<file path="config.mk">
export PLATFORM = sky130hd
export DESIGN_NAME = llc_drive_protection_sequencer
export DESIGN_NICKNAME = d
export VERILOG_FILES = /design/src/verilog/llc_drive_pkg.sv /design/src/verilog/dead_time_gen.sv /design/src/verilog/llc_drive_protection_sequencer.sv
export SDC_FILE = /design/constraint.sdc
export NUM_CORES = 1
export LEC_CHECK = 0
export BUFFER_PORTS_ARGS = -buffer_cell sky130_fd_sc_hd__buf_2
export CORE_MARGIN = 8
export CORE_UTILIZATION = 35
export CTS_CLUSTER_DIAMETER = 80
export DETAILED_ROUTE_END_ITERATION = 8
export MAX_ROUTING_LAYER = met4
export PLACE_DENSITY = 0.59
export SKIP_CTS_REPAIR_TIMING = 1
export SLEW_MARGIN = 10
export SYNTH_ARGS = -nofsm -noshare
export SYNTH_HDL_FRONTEND = slang
export SYNTH_SLANG_ARGS = --single-unit
</file>
<file path="constraint.sdc">
create_clock -name clk_sys -period 4.6 [get_ports clk_sys]
set_input_delay 0 -clock clk_sys [delete_from_list [all_inputs] [get_ports clk_sys]]
set_output_delay 0 -clock clk_sys [all_outputs]
set_load 0.02 [all_outputs]
</file>
<file path="src/verilog/llc_drive_pkg.sv">
// shared constants and carrier types for the resonant drive sequencer
package llc_drive_pkg;

  // slow overcurrent must persist this many clock cycles
  localparam int SLOW_TRIP_CYCLES = 8;
  localparam int SLOW_CNT_W = 4;
  localparam logic [SLOW_CNT_W-1:0] SLOW_CNT_RST = 4'h0;

  // dead-time setting width and default
  localparam int DEAD_W = 6;
  localparam logic [DEAD_W-1:0] DEAD_RST = 6'h00;

  // half-period counter width, default half-period length and counter reset value
  localparam int HALF_W = 10;
  localparam logic [HALF_W-1:0] HALF_PERIOD_DEF = 10'h1F4;
  localparam logic [HALF_W-1:0] HALF_RST = 10'h000;

  // comparator levels arriving from the analog side
  typedef struct packed {
    logic fast_overcurrent_level;
    logic slow_overcurrent_level;
    logic freq_limit_hit;
    logic resonant_start_level;
    logic resonant_stop_level;
    logic boost_inhibit_level;
    logic soft_start_discharged;
  } comp_in_s;

  // gate drive outputs
  typedef struct packed {
    logic high_side_drive;
    logic low_side_drive;
    logic boost_gate_drive;
  } gate_out_s;

endpackage : llc_drive_pkg

</file>
<file path="src/verilog/dead_time_gen.sv">
// shared dead-time generator: holds gap_active in each edge cycle and for dead_len cycles after it
`timescale 1ns/10ps
module dead_time_gen
  import llc_drive_pkg::*;
#(
  parameter int DW = DEAD_W
) (
  // clock and reset
  input wire logic clk_sys,
  input wire logic resetn,
  // control
  input wire logic phase_edge,
  input wire logic [DW-1:0] dead_len,
  // status
  output logic gap_active
);

  logic [DW-1:0] gap_reg;
  logic [DW-1:0] gap_next;

  assign gap_next = phase_edge ? dead_len :
                    (gap_reg != '0) ? gap_reg - 1'b1 : gap_reg;
  assign gap_active = phase_edge || (gap_reg != '0);

  always_ff @(posedge clk_sys or negedge resetn) begin
    if (!resetn) begin
      gap_reg <= DW'(DEAD_RST);
    end else begin
      gap_reg <= gap_next;
    end
  end

endmodule : dead_time_gen

</file>
<file path="src/verilog/llc_drive_protection_sequencer.sv">
// half-bridge and boost gate sequencer with overcurrent protection
// Contract
// any resonant overcurrent fault turns both half-bridge drives off.
// a fast overcurrent trip stops the resonant drive in the same cycle; the registered gate outputs drop one clock after the synchronised trip.
// a slow overcurrent held for eight consecutive clocks stops the resonant drive.
// a fast trip is also counted as a slow trip condition.
// the two drives never overlap and have equal on-times each period.
// each side runs at a nominal half of the switching period.
// one dead-time generator times the gaps of both boost and resonant drives.
// the dead-time length comes from the frequency-limit programming setting.
// after supply start the boost gate switches while the resonant drives stay idle.
// the start level enables the resonant drive and begins soft start.
// at the frequency limit both resonant drives blank for whole clock cycles.
// boost feedback below the stop level shuts the resonant drive down.
// after a fault, restart waits for soft-start discharge and runs a new soft start.
// boost switching is inhibited below the inhibit level.
// a cycle without slow overcurrent clears the slow count.
// drives resume only at a switching-period boundary after shutdown.
`timescale 1ns/10ps
module llc_drive_protection_sequencer
  import llc_drive_pkg::*;
#(
  parameter int HW = HALF_W,
  parameter int DW = DEAD_W,
  parameter logic [HALF_W-1:0] HALF_PERIOD = HALF_PERIOD_DEF
) (
  // clock and reset (reset follows supply lockout)
  input wire logic clk_sys,
  input wire logic resetn,
  // analog comparator results, asynchronous
  input wire llc_drive_pkg::comp_in_s comp_in,
  // dead-time setting from the frequency-limit programming input
  input wire logic [DW-1:0] freq_limit_program_input,
  // gate drives
  output llc_drive_pkg::gate_out_s gate_out,
  // status
  output logic soft_start_active,
  output logic resonant_fault
);
  import llc_drive_pkg::*;

  // ----------------------------------------------------------------
  // input synchronisers
  // ----------------------------------------------------------------
  comp_in_s sync1_reg;
  comp_in_s sync2_reg;
  logic [DW-1:0] dead_sync1_reg;
  logic [DW-1:0] dead_sync2_reg;

  always_ff @(posedge clk_sys or negedge resetn) begin
    if (!resetn) begin
      sync1_reg <= '0;
      sync2_reg <= '0;
      dead_sync1_reg <= DW'(DEAD_RST);
      dead_sync2_reg <= DW'(DEAD_RST);
    end else begin
      sync1_reg <= comp_in;
      sync2_reg <= sync1_reg;
      dead_sync1_reg <= freq_limit_program_input;
      dead_sync2_reg <= dead_sync1_reg;
    end
  end

  // ----------------------------------------------------------------
  // overcurrent detection
  // ----------------------------------------------------------------
  logic [SLOW_CNT_W-1:0] slow_cnt_reg;
  logic [SLOW_CNT_W-1:0] slow_cnt_next;
  wire fast_trip = sync2_reg.fast_overcurrent_level;
  wire slow_level = sync2_reg.slow_overcurrent_level || fast_trip;
  // true once the slow count has reached its last step
  function automatic logic slow_count_full(input logic [SLOW_CNT_W-1:0] cnt);
    return cnt == SLOW_CNT_W'(SLOW_TRIP_CYCLES - 1);
  endfunction : slow_count_full

  wire slow_trip = slow_level && slow_count_full(slow_cnt_reg);
  wire oc_fault = fast_trip || slow_trip;

  assign slow_cnt_next = !slow_level ? SLOW_CNT_RST :
                         slow_count_full(slow_cnt_reg) ? slow_cnt_reg :
                         slow_cnt_reg + 1'b1;

  always_ff @(posedge clk_sys or negedge resetn) begin
    if (!resetn) begin
      slow_cnt_reg <= SLOW_CNT_RST;
    end else begin
      slow_cnt_reg <= slow_cnt_next;
    end
  end

  // ----------------------------------------------------------------
  // start-up sequence
  // ----------------------------------------------------------------
  typedef enum logic [2:0] {ST_BOOST_ONLY, ST_SOFT_START, ST_RUN, ST_FAULT_WAIT} seq_e;
  seq_e seq_reg;
  seq_e seq_next;

  wire stop_low = !sync2_reg.resonant_stop_level;
  wire resonant_kill = oc_fault || stop_low;
  logic period_end;

  always_comb begin
    seq_next = seq_reg;
    unique case (seq_reg)
      ST_BOOST_ONLY: begin
        if (sync2_reg.resonant_start_level && !stop_low && period_end) begin
          seq_next = ST_SOFT_START;
        end
      end
      ST_SOFT_START, ST_RUN: begin
        if (resonant_kill) begin
          seq_next = ST_FAULT_WAIT;
        end else if (seq_reg == ST_SOFT_START && period_end) begin
          seq_next = ST_RUN;
        end
      end
      ST_FAULT_WAIT: begin
        if (sync2_reg.soft_start_discharged && !resonant_kill) begin
          seq_next = ST_BOOST_ONLY;
        end
      end
    endcase
  end

  always_ff @(posedge clk_sys or negedge resetn) begin
    if (!resetn) begin
      seq_reg <= ST_BOOST_ONLY;
    end else begin
      seq_reg <= seq_next;
    end
  end

  // ----------------------------------------------------------------
  // switching period and phase
  // ----------------------------------------------------------------
  logic [HW-1:0] half_cnt_reg;
  logic phase_reg;
  wire half_end = (half_cnt_reg == HALF_PERIOD - 1'b1);
  assign period_end = half_end && phase_reg;

  always_ff @(posedge clk_sys or negedge resetn) begin
    if (!resetn) begin
      half_cnt_reg <= HW'(HALF_RST);
      phase_reg <= 1'b0;
    end else begin
      half_cnt_reg <= half_end ? HW'(HALF_RST) : half_cnt_reg + 1'b1;
      phase_reg <= phase_reg ^ half_end;
    end
  end

  // ----------------------------------------------------------------
  // shared dead time and drive outputs
  // ----------------------------------------------------------------
  logic gap_active;

  dead_time_gen #(
    .DW(DW)
  ) dead_time_gen_inst (
    .clk_sys(clk_sys),
    .resetn(resetn),
    .phase_edge(half_end),
    .dead_len(dead_sync2_reg),
    .gap_active(gap_active)
  );

  wire resonant_on = (seq_reg == ST_SOFT_START || seq_reg == ST_RUN) && !resonant_kill;
  wire blank = sync2_reg.freq_limit_hit;
  wire drive_ok = resonant_on && !blank && !gap_active;
  wire boost_ok = sync2_reg.boost_inhibit_level && !gap_active;
  gate_out_s gate_next;

  assign gate_next.high_side_drive = drive_ok && !phase_reg;
  assign gate_next.low_side_drive = drive_ok && phase_reg;
  assign gate_next.boost_gate_drive = boost_ok && !phase_reg;

  always_ff @(posedge clk_sys or negedge resetn) begin
    if (!resetn) begin
      gate_out <= '0;
      soft_start_active <= 1'b0;
      resonant_fault <= 1'b0;
    end else begin
      gate_out <= gate_next;
      soft_start_active <= (seq_next == ST_SOFT_START);
      resonant_fault <= (seq_next == ST_FAULT_WAIT);
    end
  end

  // ----------------------------------------------------------------
  // on-time bookkeeping for the symmetry check
  // ----------------------------------------------------------------
  logic [HW-1:0] on_cnt_reg;
  logic [HW-1:0] on_cnt_next;
  logic [HW-1:0] high_width_reg;
  logic clean_hi_reg;
  logic clean_cur_reg;
  // a half is only comparable when nothing cut its pulse or moved its gap
  wire pulse_upset = !resonant_on || blank || (dead_sync1_reg != dead_sync2_reg);
  wire side_on = gate_next.high_side_drive || gate_next.low_side_drive;

  assign on_cnt_next = half_end ? HW'(HALF_RST) : on_cnt_reg + HW'(side_on);

  always_ff @(posedge clk_sys or negedge resetn) begin
    if (!resetn) begin
      on_cnt_reg <= HW'(HALF_RST);
      high_width_reg <= HW'(HALF_RST);
      clean_hi_reg <= 1'b0;
      clean_cur_reg <= 1'b0;
    end else begin
      on_cnt_reg <= on_cnt_next;
      if (half_end && !phase_reg) begin
        high_width_reg <= on_cnt_reg;
        clean_hi_reg <= clean_cur_reg && !pulse_upset;
      end
      clean_cur_reg <= half_end ? !pulse_upset : (clean_cur_reg && !pulse_upset);
    end
  end
endmodule : llc_drive_protection_sequencer

</file>
; Word-level counts from Yosys, hierarchy flattened
; Cells that the tools add are included.
[word_totals]
out_inout_bits = 5
inputBits = 15
regBits = 55
word_cells = 75
[classes]
mux = 10
n_bitwise = 1
n_addsub = 3
eq_ne = 8
reduce_logical = 27
[op_table]
columns = operator, count
row1 = logical AND 1 bit, 13
row2 = 2-to-1 mux 3 bit, 4
row3 = 2-to-1 mux 6 bit, 2
row4 = adder 10 x 1 -> 10 bit (second input constant), 1
row5 = equality test 10 x 9 -> 1 bit (second input constant), 1
row6 = 2-to-1 mux 10 bit, 1
row7 = equality test 3 x 2 -> 1 bit (second input constant), 3
row8 = case mux 3 bit (3 select lines), 1
row9 = 2-to-1 mux 4 bit, 2
row10 = equality test 3 x 1 -> 1 bit (second input constant), 2
row11 = nonzero test 6 bit, 1
row12 = subtractor 6 x 1 -> 6 bit (second input constant), 1
row13 = zero test 1 bit, 5
row14 = logical OR 1 bit, 5
row15 = adder 4 x 1 -> 4 bit (second input constant), 1
row16 = equality test 4 x 3 -> 1 bit (second input constant), 1
row17 = zero test 3 bit, 1
row18 = inequality test 2 bit (second input constant), 1
row19 = nonzero test 2 bit, 1
row20 = OR reduction 2 bit, 1
row21 = XOR 1 bit, 1

; Logic depth before layout (Yosys ltp)
[logic_depth]
word_depth = 9
mapped_depth = 10
ltp_nobuf = 9

; Hierarchy
; A second synthesis with hierarchy kept.
[hier_totals]
hier_cells = 164
hier_area_um2 = 2083.2
[by_module_without_submodules]
columns = module, cells_per_inst, n_inst, seq_area_each_um2, area_each_um2
row1 = llc_drive_protection_sequencer, 126, 1, 1226.2, 1699.1
row2 = dead_time_gen, 38, 1, 150.1, 384.1

; Least setup slack after synthesis
; No wires, ideal clock.
[synth_path]
path_kind = reg-to-reg
start = register half_cnt_reg[0]
end = register seq_reg[1]
path_buffers = 1
path_slack_ns = 2.702
period_less_slack_ns = 1.898
stages_incl_launch_ff = 11
arrival_time_ns = 1.803
setup_time_ns = 0.095
required_time_ns = 4.505
path_cell_list = dfrtp_1 ha_1 nor4b_4 nand3_1 buf_2 inv_2 ha_1 nor2_1 a31oi_1 nor2_1 o31ai_1
[synth_via]
elab_chain_cells = 6
elab_cells_between_ends = 8
cone_classes = eq/ne (1) / mux (4) / reduce/logical (3)
[synth_rtl]
columns = item, line
row1 = from (decl), llc_drive_protection_sequencer.sv:136  ; logic [HW-1:0] half_cnt_reg;
row2 = from (signal assigned), llc_drive_protection_sequencer.sv:143  ; half_cnt_reg <= HW'(HALF_RST);
row3 = from (signal assigned), llc_drive_protection_sequencer.sv:146  ; half_cnt_reg <= half_end ? HW'(HALF_RST) : half_cnt_reg + 1'b1;
row4 = equality test 10 x 9 -> 1 bit *, llc_drive_protection_sequencer.sv:138  ; wire half_end = (half_cnt_reg == HALF_PERIOD - 1'b1);
row5 = logical AND 1 bit *, llc_drive_protection_sequencer.sv:139  ; assign period_end = half_end && phase_reg;
row6 = logical AND 1 bit, llc_drive_protection_sequencer.sv:113  ; end else if (seq_reg == ST_SOFT_START && period_end) begin
row7 = 2-to-1 mux 3 bit, llc_drive_protection_sequencer.sv:113
row8 = 2-to-1 mux 3 bit, llc_drive_protection_sequencer.sv:111  ; if (resonant_kill) begin
row9 = case mux 3 bit (3 select lines) *, llc_drive_protection_sequencer.sv:104  ; unique case (seq_reg)
row10 = named net seq_next[1], llc_drive_protection_sequencer.sv:96  ; seq_e seq_next;
row11 = to (signal assigned), llc_drive_protection_sequencer.sv:129  ; seq_reg <= seq_next;
row12 = to (decl), llc_drive_protection_sequencer.sv:95  ; seq_e seq_reg;
; Mark *: on every way through the listed nets, which the timed path passes. The rest lies on a longest branch.
; A chain may end at the register's enable or synchronous reset.

; Worst setup path in the final report
; Ends and elaborated chain as after synthesis.

==> results <==
- Headroom to the max-slew limit came out at 54.4%.
- For this run, the total global-route usage over all layers was measured as 8.64%.
- In this run the count of I/O pins placed on the die edge is 20.
- In this run, synthesis inferred 0 flip-flops with an integrated enable.
- The aggregate global routing overflow is 0.
- The number of endpoints with negative hold slack in the final report was 0.
- The most common cell in the synthesized netlist is dfrtp_1.
- After synthesis, the largest area contributor takes up 67.0% of total cell area.
- Cell internal power was estimated by the tool at 0.000659 W.
- The repair_antennas step left the layout with diodes totalling 0.
- The required time reported for the critical path endpoint is 4.82 ns.
- The share of total power dissipated in combinational logic is 8.3%.
- The number of routed nets with antenna violations is 0.
- The commonest cells after synthesis are dfrtp_1 (55), nor2_1 (20), a21oi_1 (8), nand2_1 (8), nand3_1 (8).
- The number of nets in the synthesized netlist is 184.
- For this design the static power due to leakage is 1.13 nW.
- The horizontal extent of the die is 92.6 µm.
- The die covers 0.00858 mm².
- The fraction of power consumed by the clock network is 30.6%.
- The number of endpoints failing setup at the final stage is 0.
- The routed via count divided by cell count is 4.50.
- The post-detailed-route wirelength per cell is 11.6 µm.
- In this run the cell area of the synthesized design comes to 0.00206 mm².
- For the worst setup path, the data arrival time is 2.55 ns.
- The worst clock skew is 0.00595 ns.
- The number of warnings reported in the yosys synthesis log is 0.
- The flow ran to the end, and the final reports show no timing, DRC or antenna violations.
- The total of flip-flops plus latches after synthesis is 55.
- The number of global-route vias before repair came to 1237.
- For this block, the initial DRC count from the detailed router was 79.
- OpenSTA, run right after detailed placement, puts the worst setup slack at 2.26 ns.
- The share of total power consumed by net switching is 24.2%.
- Setup repair after global routing left no endpoint under its margin.
- The number of antenna violations at the first check in global routing is 0.
- The height of the die is 92.6 µm.
- TritonCTS built the clock tree.
- In the post-synthesis netlist, the biggest area contributors are dfrtp_1 (67%), nor2_1 (3.7%), xnor2_1 (2.6%), ha_1 (2.4%), a21oi_1 (1.9%).
- Based on the critical path, the design can be clocked at up to 429 MHz.
- The sequential element share of the synthesized area is 67.0%.
- The endpoint class of the critical path is a register.
- In this run the number of H-tree levels came out at 2.
- Setup total negative slack on the finished layout was measured at 0 ns.
- In the routed design, unresolved DRC markers number 0.
- Compared with the post-synthesis result, the final layout area differs by 20.0%.
- The first detailed-routing pass ran for 4 iterations.
- The total CTS buffers is 5.
- The tool flagged a number of max-cap violations equal to 0.
- The routed design could run at a clock period as short as 2.33 ns.
- The number of port buffers is 19.
- The first global-routing pass estimated 5710 µm of wire.
- The standard cell core area is 0.00582 mm².
- The initial utilization of the core area, before any placement, comes to 35.3%.
- Synthesis produced 165 cells.
- The worst register-to-register path has a setup slack of 2.27 ns.
- The buffer levels on the longest clock path is 2.
- Of all cell types, the one taking the most synthesized area is dfrtp_1.
- The most used flip-flop cell after synthesis is dfrtp_1.
- The worst setup path is launched from a register.
- The clock latency on the worst-skew pair is 0.31 ns.
- The total net switching power is 0.000210 W.
- Detailed placement finished with a half-perimeter wire length of 2050 µm.
- The routed wire length is 3220 µm.
- The worst path meets setup with 2.27 ns of slack.
- Of the cells placed in the final design, the portion with a size suffix greater than 1 is 14.7%.
- The number of distinct standard cells referenced by the synthesized netlist is 34.
- The mean post-synth cell area is 12.5 µm².
- The post-synthesis async set-or-reset flop share is 100%.
- Hold is met by 0.320 ns.
- The slew at the pin closest to its max-slew limit is 0.683 ns.
- In the finished design, the share of the clock period the worst path needs comes to 50.6%.
- The total power per unit cell area is 352 mW/mm².
- In this run the worst path has a maximum fanout of 11.
- The count of final max-slew check failures is 0.
- The tree is rooted in a clkbuf_8.
- The largest voltage drop on the vdd net is 0.269 mV.
- After floorplanning, the core was divided into 28 placement rows.
- After the last flow step, the layout net total stands at 222.
- The number of flip-flops in the largest register is 10.
- The vias after detailed routing is 1256.
- The share of total power in sequential cells is 61.2%.
- The final estimated routing congestion in global placement is 0.824.
- CTS saw 55 sinks.
- The worst hold path class is in2reg.
- After clock tree synthesis, the clock-pin slew on the worst setup and hold paths is 0.10 ns.
- The kind of critical path is reg2reg.
- The largest net degree at the start of global routing is 56.
[cell usage in the layout, fill, tap and decap left out, types with 3 or more instances in the layout]
cell and count:
a21oi_1 8, a31oi_1 4, buf_2 19, clkbuf_8 5, dfrtp_1 55, dlygate4sd3_1 14, ha_1 4, inv_1 4
mux2i_1 3, nand2_1 8, nand2b_1 4, nand3_1 8, nand3b_1 3, nor2_1 20, nor3_1 4, nor3b_1 3
o21ai_0 5, or3_1 3, xnor2_1 6
[worst max-delay path: stages, from the launching register on]
cell and delay [ns]:
dfrtp_1 0.40, ha_1 0.22, nor4b_4 0.24, nand3_1 0.38
inv_2 0.27, ha_1 0.25, nor2_1 0.07, a31oi_1 0.14
nor2_1 0.05, o31ai_1 0.20
[worst paths after layout]
kind / depth (start not counted) / end / start
max in group asynchronous: 3 / dead_sync2_reg[4] / resetn
worst max-delay path: 9 / seq_reg[1] / half_cnt_reg[0]
min in group asynchronous: 3 / sync1_reg[0] / resetn
worst min-delay path: 2 / sync1_reg[4] / comp_in[4]
worst max register to register: 9 / seq_reg[1] / half_cnt_reg[0]
worst min register to register: 0 / dead_sync2_reg[2] / dead_sync1_reg[2]
[metrics by stage]
step	instances	total power [W]	instance area [µm²]	util, %
3_5_place_dp	257	0.000606	2240	38.5
4_1_cts	265	0.000875	2330	40.0
2_1_floorplan	165	0.000578	2060	-
6_report	279	0.000869	2470	42.4
3_3_place_gp	257	0.000603	2240	38.5
5_1_grt	279	0.000919	2470	42.4
[power groups by stage]
stage | Sequential [W] | Clock, W | Combinational (W)
6_report | 0.000532 | 0.000266 | 0.0000719
5_1_grt | 0.000536 | 0.000299 | 0.0000833
4_1_cts | 0.000532 | 0.000278 | 0.0000649
3_5_place_dp | 0.000541 | 0 | 0.0000649
3_3_place_gp | 0.000541 | 0 | 0.0000618
2_1_floorplan | 0.000538 | 0 | 0.0000405
[layout make-up]
| type | count | area, µm² |
|---|---|---|
| Clock buffer | 6 | 72.6 |
| Sequential cell | 55 | 1380 |
| Inverter | 5 | 18.8 |
| Fill cell | 572 | 3350 |
| Clock inverter | 2 | 16.3 |
| Multi-Input combinational cell | 102 | 647 |
| Timing Repair Buffer | 34 | 243 |
| Tap cell | 75 | 93.8 |
[cell families after synthesis]
logic type / count (synthesis) / synth area share (%)
flops: 55 / 67.0
fa+ha+maj: 4 / 2.43
buf+inv: 8 / 1.58
xor+xnor: 8 / 3.41
compound gates: 23 / 6.63
simple gates: 63 / 16.8
mux: 4 / 2.19
[routing by layer]
layer / share of wire [%] / track usage [%]
met5: 0 / -
met4: 2.2 / 4.83
met3: 4.1 / 2.59
met2: 41 / 12.4
met1: 52 / 10.6
Power figures use the tool's default switching activity.
